`src/adcra_defs.svh`:
```
/*
   constants for the converter register access port: widths, field positions,
   address bit positions, reset values and calibration group bounds.
   assumes it is included by its bare name from design files.
*/
`ifndef ADCRA_DEFS_SVH
`define ADCRA_DEFS_SVH

// bus and register widths, and the calibration register count
`define ADCRA_DATA_W      16
`define ADCRA_PAYLOAD_W   14
`define ADCRA_RESULT_W    12
`define ADCRA_BYTE_W      8
`define ADCRA_CAL_COUNT   10
`define ADCRA_CAL_IDX_W   4

// word layout: two address bits above a 14-bit payload
`define ADCRA_ADDR_HI     15
`define ADCRA_ADDR_LO     14
`define ADCRA_UPPER_PIN   8

// control register field positions
`define ADCRA_SGL_BIT     13
`define ADCRA_CH_HI       12
`define ADCRA_CH_LO       10
`define ADCRA_PWR_HI      9
`define ADCRA_PWR_LO      8
`define ADCRA_RD_HI       7
`define ADCRA_RD_LO       6
`define ADCRA_ANALOG_RANGE_SELECT_BIT   5
`define ADCRA_CONV_BIT    4
`define ADCRA_CALIBRATION_TYPE_SELECT_BIT   3
`define ADCRA_CALP_HI     2
`define ADCRA_CALP_LO     1
`define ADCRA_CALIBRATION_TRIGGER_BIT   0

// reset values
`define ADCRA_CTRL_RESET  14'h0000
`define ADCRA_TEST_RESET  14'h0000
`define ADCRA_CAL_RESET   14'h0000

// calibration register groups, first and last index for each pick code
`define ADCRA_GRP0_FIRST  4'h0
`define ADCRA_GRP0_LAST   4'h9
`define ADCRA_GRP1_FIRST  4'h0
`define ADCRA_GRP1_LAST   4'h1
`define ADCRA_GRP2_FIRST  4'h2
`define ADCRA_GRP2_LAST   4'h9
`define ADCRA_GRP3_FIRST  4'h0
`define ADCRA_GRP3_LAST   4'h0

`endif

```
`src/adcra_pkg.sv`:
```
/*
   types for the converter register access port: write targets, read sources
   and the byte assembly state.
   assumes nothing beyond a SystemVerilog compiler.
*/
package adcra_pkg;

   // write target, in the order of the two address bits
   typedef enum logic [1:0] {
      wt_none,
      wt_test,
      wt_cal,
      wt_ctrl
   } adcra_wr_target_t;

   // read source, in the order of the two read-select bits
   typedef enum logic [1:0] {
      rs_result,
      rs_test,
      rs_cal,
      rs_status
   } adcra_rd_source_t;

   // byte-mode write assembly
   typedef enum logic {
      bs_empty,
      bs_low_held
   } adcra_byte_state_t;

endpackage : adcra_pkg

```
`src/adcra_word_asm.sv`:
```
/*
   write capture: samples the parallel data pins during a write strobe and
   delivers one complete 16-bit word, either at once or from two bytes.
   assumes bus pins synchronous to ref_clk and held stable while strobed.
*/
`timescale 1ns/1ps
`include "adcra_defs.svh"

module adcra_word_asm (
   input  wire logic                      ref_clk,
   input  wire logic                      rst_n,
   input  wire logic                      cs_n,
   input  wire logic                      wr_n,
   input  wire logic                      word_mode,
   input  wire logic [`ADCRA_DATA_W-1:0]  data_in,
   output logic      [`ADCRA_DATA_W-1:0]  word_q,
   output logic                           commit_q
);

   logic                          wr_act;
   logic                          wr_act_q;
   logic                          wr_end;
   logic [`ADCRA_DATA_W-1:0]      sample_q;
   logic                          mode_q;
   logic [`ADCRA_BYTE_W-1:0]      low_q;
   adcra_pkg::adcra_byte_state_t  state_q;

   // a write is taken when the strobe is released
   assign wr_act = ~cs_n & ~wr_n;
   assign wr_end = wr_act_q & ~wr_act;

   // follow the strobe and keep the last data seen under it
   always_ff @(posedge ref_clk) begin
      if (!rst_n) begin
         wr_act_q <= 1'b0;
         sample_q <= '0;
         mode_q   <= 1'b0;
      end else begin
         wr_act_q <= wr_act;
         if (wr_act) begin
            sample_q <= data_in;
            mode_q   <= word_mode;
         end
      end
   end

   // word mode passes the whole word; byte mode pairs low then high
   always_ff @(posedge ref_clk) begin
      if (!rst_n) begin
         state_q  <= adcra_pkg::bs_empty;
         low_q    <= '0;
         word_q   <= '0;
         commit_q <= 1'b0;
      end else begin
         commit_q <= 1'b0;
         if (wr_end) begin
            if (mode_q) begin
               word_q   <= sample_q;
               commit_q <= 1'b1;
               state_q  <= adcra_pkg::bs_empty;
            end else begin
               case (state_q)
                  adcra_pkg::bs_empty: begin
                     if (!sample_q[`ADCRA_UPPER_PIN]) begin
                        low_q   <= sample_q[`ADCRA_BYTE_W-1:0];
                        state_q <= adcra_pkg::bs_low_held;
                     end
                  end
                  adcra_pkg::bs_low_held: begin
                     if (sample_q[`ADCRA_UPPER_PIN]) begin
                        word_q   <= {sample_q[`ADCRA_BYTE_W-1:0], low_q};
                        commit_q <= 1'b1;
                        state_q  <= adcra_pkg::bs_empty;
                     end else begin
                        low_q <= sample_q[`ADCRA_BYTE_W-1:0]; // newer low byte replaces the held one
                     end
                  end
                  default: begin
                     state_q <= adcra_pkg::bs_empty;
                  end
               endcase
            end
         end
      end
   end

endmodule : adcra_word_asm

```
`src/adcra_top.sv`:
```
/*
   register access port of an eight-channel sampling converter: write address
   decode, control, test and calibration registers, read source selection and
   the parallel read path.
   assumes synchronous bus pins, a conversion engine that pulses conv_done and
   supplies the result and status words, and an outside tristate resolver.
*/
`timescale 1ns/1ps
`include "adcra_defs.svh"

// What this block does
// every write carries one full 16-bit word, as one word or two bytes
// word mode uses data pins 0 to 15, pin 0 least significant
// byte mode uses pins 0 to 7; pin 8 becomes the upper byte strobe
// in byte mode the host writes the low byte before the high byte
// top two word bits address a register; low 14 bits are stored
// address 00 none, 01 test, 10 selected calibration, 11 control
// control bits 7 and 6 choose the read source
// read source 00 result, 01 test, 10 calibration, 11 status
// after reset the read source is 00, the conversion result
// conversion result reads carry four zero bits above the result
// host reads a calibration register low byte first in byte mode
// reads keep the selected source until control selects another
// ten calibration registers; control write-only; result and status read-only
// host should not write the test register
// control register is 14 bits, all zero after reset
// control bit 13: 0 pseudo-differential, 1 single-ended inputs
// control bits 12 to 10 pick the input; reset picks inputs one and two
// reset defaults allow full power-down and self-calibration without further writes
// byte mode: strobe low moves the low byte, high the high byte
// with calibration trigger 0, calibration pick bits address the calibration register
// conversion trigger bit starts one conversion and clears when it ends
// byte mode holds the low byte and commits only after the high byte
// a write to address 00 changes nothing and has no side effect
module adcra_top (
   input  wire logic                       ref_clk,
   input  wire logic                       rst_n,
   input  wire logic                       cs_n,
   input  wire logic                       rd_n,
   input  wire logic                       wr_n,
   input  wire logic                       word_mode,
   input  wire logic [`ADCRA_DATA_W-1:0]   data_in,
   output logic      [`ADCRA_DATA_W-1:0]   data_out,
   output logic                            data_oe_low,
   output logic                            data_oe_high,
   input  wire logic                       conv_done,
   input  wire logic [`ADCRA_RESULT_W-1:0] conv_result,
   input  wire logic [`ADCRA_DATA_W-1:0]   status_word,
   output logic                            single_ended_select,
   output logic      [2:0]                 channel_pick,
   output logic      [1:0]                 power_option,
   output logic                            analog_range_select,
   output logic                            software_conversion_trigger,
   output logic                            calibration_type_select,
   output logic      [1:0]                 calibration_pick,
   output logic                            calibration_trigger,
   output logic                            calibration_start,
   output logic      [`ADCRA_CAL_IDX_W-1:0] calibration_index,
   output logic      [`ADCRA_PAYLOAD_W-1:0] test_word
);

   localparam int CAL_COUNT = `ADCRA_CAL_COUNT;

   logic [`ADCRA_DATA_W-1:0]      asm_word;
   logic                          asm_commit;
   adcra_pkg::adcra_wr_target_t   wr_target;
   logic [`ADCRA_PAYLOAD_W-1:0]   wr_payload;
   logic                          ctrl_wr;
   logic                          test_wr;
   logic                          cal_wr;
   logic [`ADCRA_PAYLOAD_W-1:0]   ctrl_q;
   logic [`ADCRA_PAYLOAD_W-1:0]   test_q;
   logic [`ADCRA_PAYLOAD_W-1:0]   cal_mem [CAL_COUNT];
   logic [`ADCRA_CAL_IDX_W-1:0]   cal_ptr_q;
   logic                          cal_start_q;
   adcra_pkg::adcra_rd_source_t   rd_source;
   logic                          rd_act;
   logic                          rd_act_q;
   logic                          rd_end;
   logic                          rd_upper_q;
   logic                          rd_mode_q;
   logic                          cal_rd_done;
   logic [`ADCRA_DATA_W-1:0]      rd_word;
   logic [`ADCRA_DATA_W-1:0]      data_out_q;
   logic                          oe_low_q;
   logic                          oe_high_q;

   // first calibration index of the group that a pick code addresses
   function automatic logic [`ADCRA_CAL_IDX_W-1:0] group_first(input logic [1:0] pick);
      case (pick)
         2'h0:    group_first = `ADCRA_GRP0_FIRST;
         2'h1:    group_first = `ADCRA_GRP1_FIRST;
         2'h2:    group_first = `ADCRA_GRP2_FIRST;
         default: group_first = `ADCRA_GRP3_FIRST;
      endcase
   endfunction : group_first

   // index after ptr inside the group, wrapping to its first entry
   function automatic logic [`ADCRA_CAL_IDX_W-1:0] group_next(input logic [`ADCRA_CAL_IDX_W-1:0] ptr,
                                                             input logic [1:0]                  pick);
      logic [`ADCRA_CAL_IDX_W-1:0] last;
      case (pick)
         2'h0:    last = `ADCRA_GRP0_LAST;
         2'h1:    last = `ADCRA_GRP1_LAST;
         2'h2:    last = `ADCRA_GRP2_LAST;
         default: last = `ADCRA_GRP3_LAST;
      endcase
      if (ptr >= last) begin
         group_next = group_first(pick);
      end else begin
         group_next = ptr + 4'h1;
      end
   endfunction : group_next

   // write capture and byte pairing
   adcra_word_asm u_word_asm (
      .ref_clk   (ref_clk),
      .rst_n     (rst_n),
      .cs_n      (cs_n),
      .wr_n      (wr_n),
      .word_mode (word_mode),
      .data_in   (data_in),
      .word_q    (asm_word),
      .commit_q  (asm_commit)
   );

   // address decode of a committed word
   assign wr_target  = adcra_pkg::adcra_wr_target_t'(asm_word[`ADCRA_ADDR_HI:`ADCRA_ADDR_LO]);
   assign wr_payload = asm_word[`ADCRA_PAYLOAD_W-1:0];
   assign ctrl_wr    = asm_commit & (wr_target == adcra_pkg::wt_ctrl);
   assign test_wr    = asm_commit & (wr_target == adcra_pkg::wt_test);
   assign cal_wr     = asm_commit & (wr_target == adcra_pkg::wt_cal)
                       & ~ctrl_q[`ADCRA_CALIBRATION_TRIGGER_BIT];
   // address 00 raises none of the strobes above, so nothing moves  R23

   // control register; conversion trigger clears at conversion end
   always_ff @(posedge ref_clk) begin
      if (!rst_n) begin
         ctrl_q <= `ADCRA_CTRL_RESET;
      end else if (ctrl_wr) begin
         ctrl_q <= wr_payload;
      end else if (conv_done) begin
         ctrl_q[`ADCRA_CONV_BIT] <= 1'b0;
      end
   end

   // one-cycle start of a calibration when the trigger bit is written as 1
   always_ff @(posedge ref_clk) begin
      if (!rst_n) begin
         cal_start_q <= 1'b0;
      end else begin
         cal_start_q <= ctrl_wr & wr_payload[`ADCRA_CALIBRATION_TRIGGER_BIT];
      end
   end

   // test register, readable and writable
   always_ff @(posedge ref_clk) begin
      if (!rst_n) begin
         test_q <= `ADCRA_TEST_RESET;
      end else if (test_wr) begin
         test_q <= wr_payload;
      end
   end

   // calibration bank
   always_ff @(posedge ref_clk) begin
      if (!rst_n) begin
         for (int i = 0; i < CAL_COUNT; i++) begin
            cal_mem[i] <= `ADCRA_CAL_RESET;
         end
      end else if (cal_wr && (cal_ptr_q < 4'(CAL_COUNT))) begin
         cal_mem[cal_ptr_q] <= wr_payload;
      end
   end

   // calibration pointer: restarts on each control write, steps per word
   always_ff @(posedge ref_clk) begin
      if (!rst_n) begin
         cal_ptr_q <= `ADCRA_GRP0_FIRST;
      end else if (ctrl_wr) begin
         cal_ptr_q <= group_first(wr_payload[`ADCRA_CALP_HI:`ADCRA_CALP_LO]);
      end else if (cal_wr || cal_rd_done) begin
         cal_ptr_q <= group_next(cal_ptr_q, ctrl_q[`ADCRA_CALP_HI:`ADCRA_CALP_LO]);
      end
   end

   // read source and the word it presents
   assign rd_source = adcra_pkg::adcra_rd_source_t'(ctrl_q[`ADCRA_RD_HI:`ADCRA_RD_LO]);

   always_comb begin
      case (rd_source)
         adcra_pkg::rs_result: rd_word = {4'h0, conv_result};
         adcra_pkg::rs_test:   rd_word = {2'h0, test_q};
         adcra_pkg::rs_cal:    rd_word = (cal_ptr_q < 4'(CAL_COUNT)) ? {2'h0, cal_mem[cal_ptr_q]} : 16'h0000;
         adcra_pkg::rs_status: rd_word = status_word;
         default:              rd_word = 16'h0000;
      endcase
   end

   // read strobe tracking; calibration word counts as read after its high byte
   assign rd_act      = ~cs_n & ~rd_n;
   assign rd_end      = rd_act_q & ~rd_act;
   assign cal_rd_done = rd_end & (rd_source == adcra_pkg::rs_cal)
                        & ~ctrl_q[`ADCRA_CALIBRATION_TRIGGER_BIT]
                        & (rd_mode_q | rd_upper_q);

   always_ff @(posedge ref_clk) begin
      if (!rst_n) begin
         rd_act_q   <= 1'b0;
         rd_upper_q <= 1'b0;
         rd_mode_q  <= 1'b0;
      end else begin
         rd_act_q <= rd_act;
         if (rd_act) begin
            rd_upper_q <= data_in[`ADCRA_UPPER_PIN];
            rd_mode_q  <= word_mode;
         end
      end
   end

   // drive the data pins while a read is strobed
   always_ff @(posedge ref_clk) begin
      if (!rst_n) begin
         data_out_q <= '0;
         oe_low_q   <= 1'b0;
         oe_high_q  <= 1'b0;
      end else begin
         oe_low_q  <= rd_act;
         oe_high_q <= rd_act & word_mode;
         if (!rd_act) begin
            data_out_q <= '0;
         end else if (word_mode) begin
            data_out_q <= rd_word;
         end else if (data_in[`ADCRA_UPPER_PIN]) begin
            data_out_q <= {8'h00, rd_word[`ADCRA_DATA_W-1:`ADCRA_BYTE_W]};
         end else begin
            data_out_q <= {8'h00, rd_word[`ADCRA_BYTE_W-1:0]};
         end
      end
   end

   // outputs straight from flip-flops
   assign data_out                    = data_out_q;
   assign data_oe_low                 = oe_low_q;
   assign data_oe_high                = oe_high_q;
   assign single_ended_select         = ctrl_q[`ADCRA_SGL_BIT];
   assign channel_pick                = ctrl_q[`ADCRA_CH_HI:`ADCRA_CH_LO];
   assign power_option                = ctrl_q[`ADCRA_PWR_HI:`ADCRA_PWR_LO];
   assign analog_range_select         = ctrl_q[`ADCRA_ANALOG_RANGE_SELECT_BIT];
   assign software_conversion_trigger = ctrl_q[`ADCRA_CONV_BIT];
   assign calibration_type_select     = ctrl_q[`ADCRA_CALIBRATION_TYPE_SELECT_BIT];
   assign calibration_pick            = ctrl_q[`ADCRA_CALP_HI:`ADCRA_CALP_LO];
   assign calibration_trigger         = ctrl_q[`ADCRA_CALIBRATION_TRIGGER_BIT];
   assign calibration_start           = cal_start_q;
   assign calibration_index           = cal_ptr_q;
   assign test_word                   = test_q;

endmodule : adcra_top

```
`config.mk`:
```
export PLATFORM = sky130hd
export DESIGN_NAME = adcra_top
export DESIGN_NICKNAME = d
export VERILOG_FILES = /design/src/adcra_pkg.sv /design/src/adcra_word_asm.sv /design/src/adcra_top.sv
export VERILOG_INCLUDE_DIRS = /design/src
export SDC_FILE = /design/constraint.sdc
export NUM_CORES = 1
export LEC_CHECK = 0
export BUFFER_PORTS_ARGS = -buffer_cell sky130_fd_sc_hd__buf_2
export CAP_MARGIN = 20
export CORE_UTILIZATION = 50
export DETAILED_ROUTE_END_ITERATION = 6
export PLACE_DENSITY = 0.74
export SLEW_MARGIN = 0
export SYNTH_ARGS = -nofsm -noshare
export SYNTH_HDL_FRONTEND = slang
export SYNTH_SLANG_ARGS = --single-unit
```
`constraint.sdc`:
```
create_clock -name ref_clk -period 4.2 [get_ports ref_clk]
set_input_delay 0.42 -clock ref_clk [delete_from_list [all_inputs] [get_ports ref_clk]]
set_output_delay 0.42 -clock ref_clk [all_outputs]
set_load 0.005 [all_outputs]
```
==> results.cfg <==
[global_routing]
via_count_of_the_first_global_routing_pass = 8669
global_route.usage.total_pct = 23.9
grt_max_degree = 81
globalRoute.totalOverflow = 0
grt_pass1_wl_mm = 50.1
antenna_violations_before_repair = 0

[final_layout]
area_taken_by_multi_input_logic_gates_mm2 = 0.00487
most_frequent_standard_cell_in_the_layout_excluding_fill_and_tap_cells = sky130_fd_sc_hd__edfxtp_1
post_route_cells_drive_above_1_share_pct = 17.6
n_fill_cell = 2127
layout-area-overhead-vs-synth_pct = 14.8
layout.cells.most_common_list = sky130_fd_sc_hd__edfxtp_1 (224), sky130_fd_sc_hd__nand2_1 (143), sky130_fd_sc_hd__nor2_1 (135), sky130_fd_sc_hd__buf_2 (99), sky130_fd_sc_hd__dfxtp_1 (98)
finish.net_count = 1260
antennaDiodeCount = 0
final-seq-area_mm2 = 0.00875

[routing]
dr.first_iter.drc_count = 855
via_to_cell_ratio = 5.64
pre_antenna_drt_iters = 5
wl_per_cell_um = 21.1
total_vias_in_the_final_route = 8874
number_of_design_rule_violations_left_after_detail_routing = 0
wirelength_mm = 33.2
final_antenna_net_count = 0

[yosys]
yosys_warnings = 0
yosys.area_share.xor_xnor_pct = 0
number_of_distinct_library_cell_variants_in_the_gate_level_netlist_after_synthesis = 56
synth.area.top_cells = sky130_fd_sc_hd__edfxtp_1 (49%), sky130_fd_sc_hd__dfxtp_1 (15%), sky130_fd_sc_hd__mux2i_1 (4.7%), sky130_fd_sc_hd__mux4_1 (4.6%), sky130_fd_sc_hd__nand2_1 (3.9%)
sequential_to_total_area_share_from_yosys_stat_pct = 63.5
synthesized_area_fraction_occupied_by_ao_oa_aoi_and_oai_cells_pct = 7.16
synth_edf_count = 224
synth-adder-area-share_pct = 0.272
synthMuxAreaShare_pct = 13.9
combinational_family_with_the_most_area_after_synthesis = multiplexers
synth-seq-cells = 325
yosys_most_used_dff = sky130_fd_sc_hd__edfxtp_1
synth_top_area_share_pct = 48.8
synth-simple-area-share_pct = 11.7
synth.largest_area_cell = sky130_fd_sc_hd__edfxtp_1
asyncSetResetFlopFracSynth_pct = 0
netlist_area_before_placement_mm2 = 0.0138
synthesized_netlist_cell_count = 1039
mean_instance_size_in_the_synthesized_netlist_um2 = 13.3

[critical_path]
crit_buf_inv = 0
reg2reg_from = calibration_index[1]$_SDFFE_PN0N_
arrival_ns = 2.84
timing.critical_path.from = calibration_index[1]$_SDFFE_PN0N_
timing.critical_path.cells = o21ai_2 -> nand3_1 -> nor3_2 -> nand2b_1
worst-path-max-fanout = 15
setup.worst_path.class = register to register
critical_path_max_stage_delay_ns = 0.67
timing.critical_path.to_type = register
worst_path_dominant_cell_family = simple AND/OR/NAND/NOR gates
cp_launch_type = register
timing.critical_path.required_ns = 4.33
cp_slowest_cell = sky130_fd_sc_hd__nand2b_1

[floorplan]
effective_utilization_at_floorplan_pct = 51.0
fp.dieW_um = 168
overall_die_area_mm2 = 0.0282
io_pins = 100
rows = 60
coreArea_mm2 = 0.0270
fp.dieH_um = 168

[timing]
post-route-min-period_ns = 2.71
final_hold_violations = 0
fmax_achieved_mhz = 369
report.final.slew_viol_count = 0
rsz0062_at_grt = false
finalWorstSetupSlack_ns = 1.49
fin_crit_share_pct = 64.6
setup_viol = 0
timing.slew.headroom_pct = 30.7
worst_case_clock_skew_ns = 0.0154
setup_tns_ns = 0
worst_slew_pin_slew_ns = 1.04

[clock_tree]
cts_tree = built
worstSkewPairLatency_ns = 0.51
ctsLongestPathBuffers = 3
post_cts.resized_instances = 0
tritoncts.num_buffers = 34
clock_tree.htree_level_count = 2
cts_post_setup_buffers_inserted = 0
clock_tree.root_cell = sky130_fd_sc_hd__clkbuf_16
clkTransAtPathRegs_ns = 0.06
hold_buffers = 0
clock_sink_count = 325

[power]
power.leakage_uw = 0.00601
ir_drop_v = 0.000249
pwr_density_cell_mw_per_mm2 = 417

[place]
preCtsSetupSlack_ns = 1.52
numPortBuffers = 99
gp_congestion = 0.887
hpwl_detailed_mm = 22.5

[status]
status = finished, final reports clean

[hold_path]
hold_start = data_in[14]
min_path_type = input pin to register

[job]
cap_viol_max_count = 0
[kinds of logic (layout without fill, tap and decap cells)]
group           count (synthesis)  in the layout
mux                           126            126
other cells                     1             84
fa+ha+maj                       3              3
flops                         325            325
simple gates                  365            365
buf+inv                        89            199
compound gates                130            130
[tightest hold or removal path: cells and delay by family]
family / cells / cell delay (ns)
AND/OR/NAND/NOR: 1 / 0.04
AO/OA/AOI/OAI: 1 / 0.06
buffers and inverters: 1 / 0.09
[power by group]
group | switching [µW] | internal, µW | total (µW)
registers | 44.3 | 3510 | 3560
logic | 124 | 80.2 | 204
clock network | 1200 | 1630 | 2830
total | 1370 | 5230 | 6590
[metrics by stage]
step	cell area (µm²)	cells	utilization (%)	hold slack [ns]	total power, µW
after global routing	15800	1573	58.5	0.161	6770
final	15800	1573	58.5	0.161	6590
after global placement	14800	1509	54.6	0.452	3820
after detailed placement	14800	1511	54.7	0.455	3830
after CTS	15800	1573	58.5	0.149	6620
after floorplan	14100	1122	-	0.443	3730
[path summary, 6_finish.rpt]
| path | slack (ns) | depth (start not counted) | endpoint |
|---|---|---|---|
| max | 1.49 | 4 | cal_mem[7][4]$_SDFFCE_PN0P_ |
| min | 0.16 | 3 | u_word_asm.sample_q[14]$_SDFFE_PN0P_ |
| max reg2reg | 1.49 | 4 | cal_mem[7][4]$_SDFFCE_PN0P_ |
| min reg2reg | 0.46 | 2 | ctrl_q[11]$_SDFFE_PN0P_ |
[state kept, by name (all words and copies together), names as in the netlist, named ones only]
register             count
u_word_asm.wr_act_q      1
rd_upper_q               1
u_word_asm.sample_q     16
calibration_start        1
data_oe_high             1
ctrl_q                  14
u_word_asm.word_q       16
u_word_asm.low_q         8
data_out                16
u_word_asm.state_q       1
u_word_asm.commit_q      1
test_word               14
u_word_asm.mode_q        1
cal_mem                224
calibration_index        4
rd_mode_q                1
data_oe_low              1
[final cells by class]
cell class              instances  share of cell area (%)
well taps                     341                    2.70
clock inverters                13                   0.411
inverters                      17                   0.403
flip-flops and latches        325                    55.3
multi-input cells             708                    30.8
clock buffers                  49                    6.21
repair buffers                120                    4.15
[synth_stat cells (all sizes together) (7+ instances only)]
cell	number
nor2b	14
o211a	16
inv	16
nor2	137
clkbuf	38
a21boi	48
mux2i	65
and2	18
nand4	7
o21ai	14
a221oi	8
dfxtp	101
buf	34
a21oi	12
nand2	143
a22oi	16
edfxtp	224
mux2	18
mux4	43
nand3	10
[layer usage]
layer  vias up  part of all wire (%)  global-route usage (%)
li1       4055                     -                       -
met1      4338                    40                    31.7
met2       415                    48                    39.5
met3        66                   8.4                    4.09
met4         0                   3.1                    9.13
met5         -                     0                       0
Note: power is estimated with default switching activity, not from simulation.
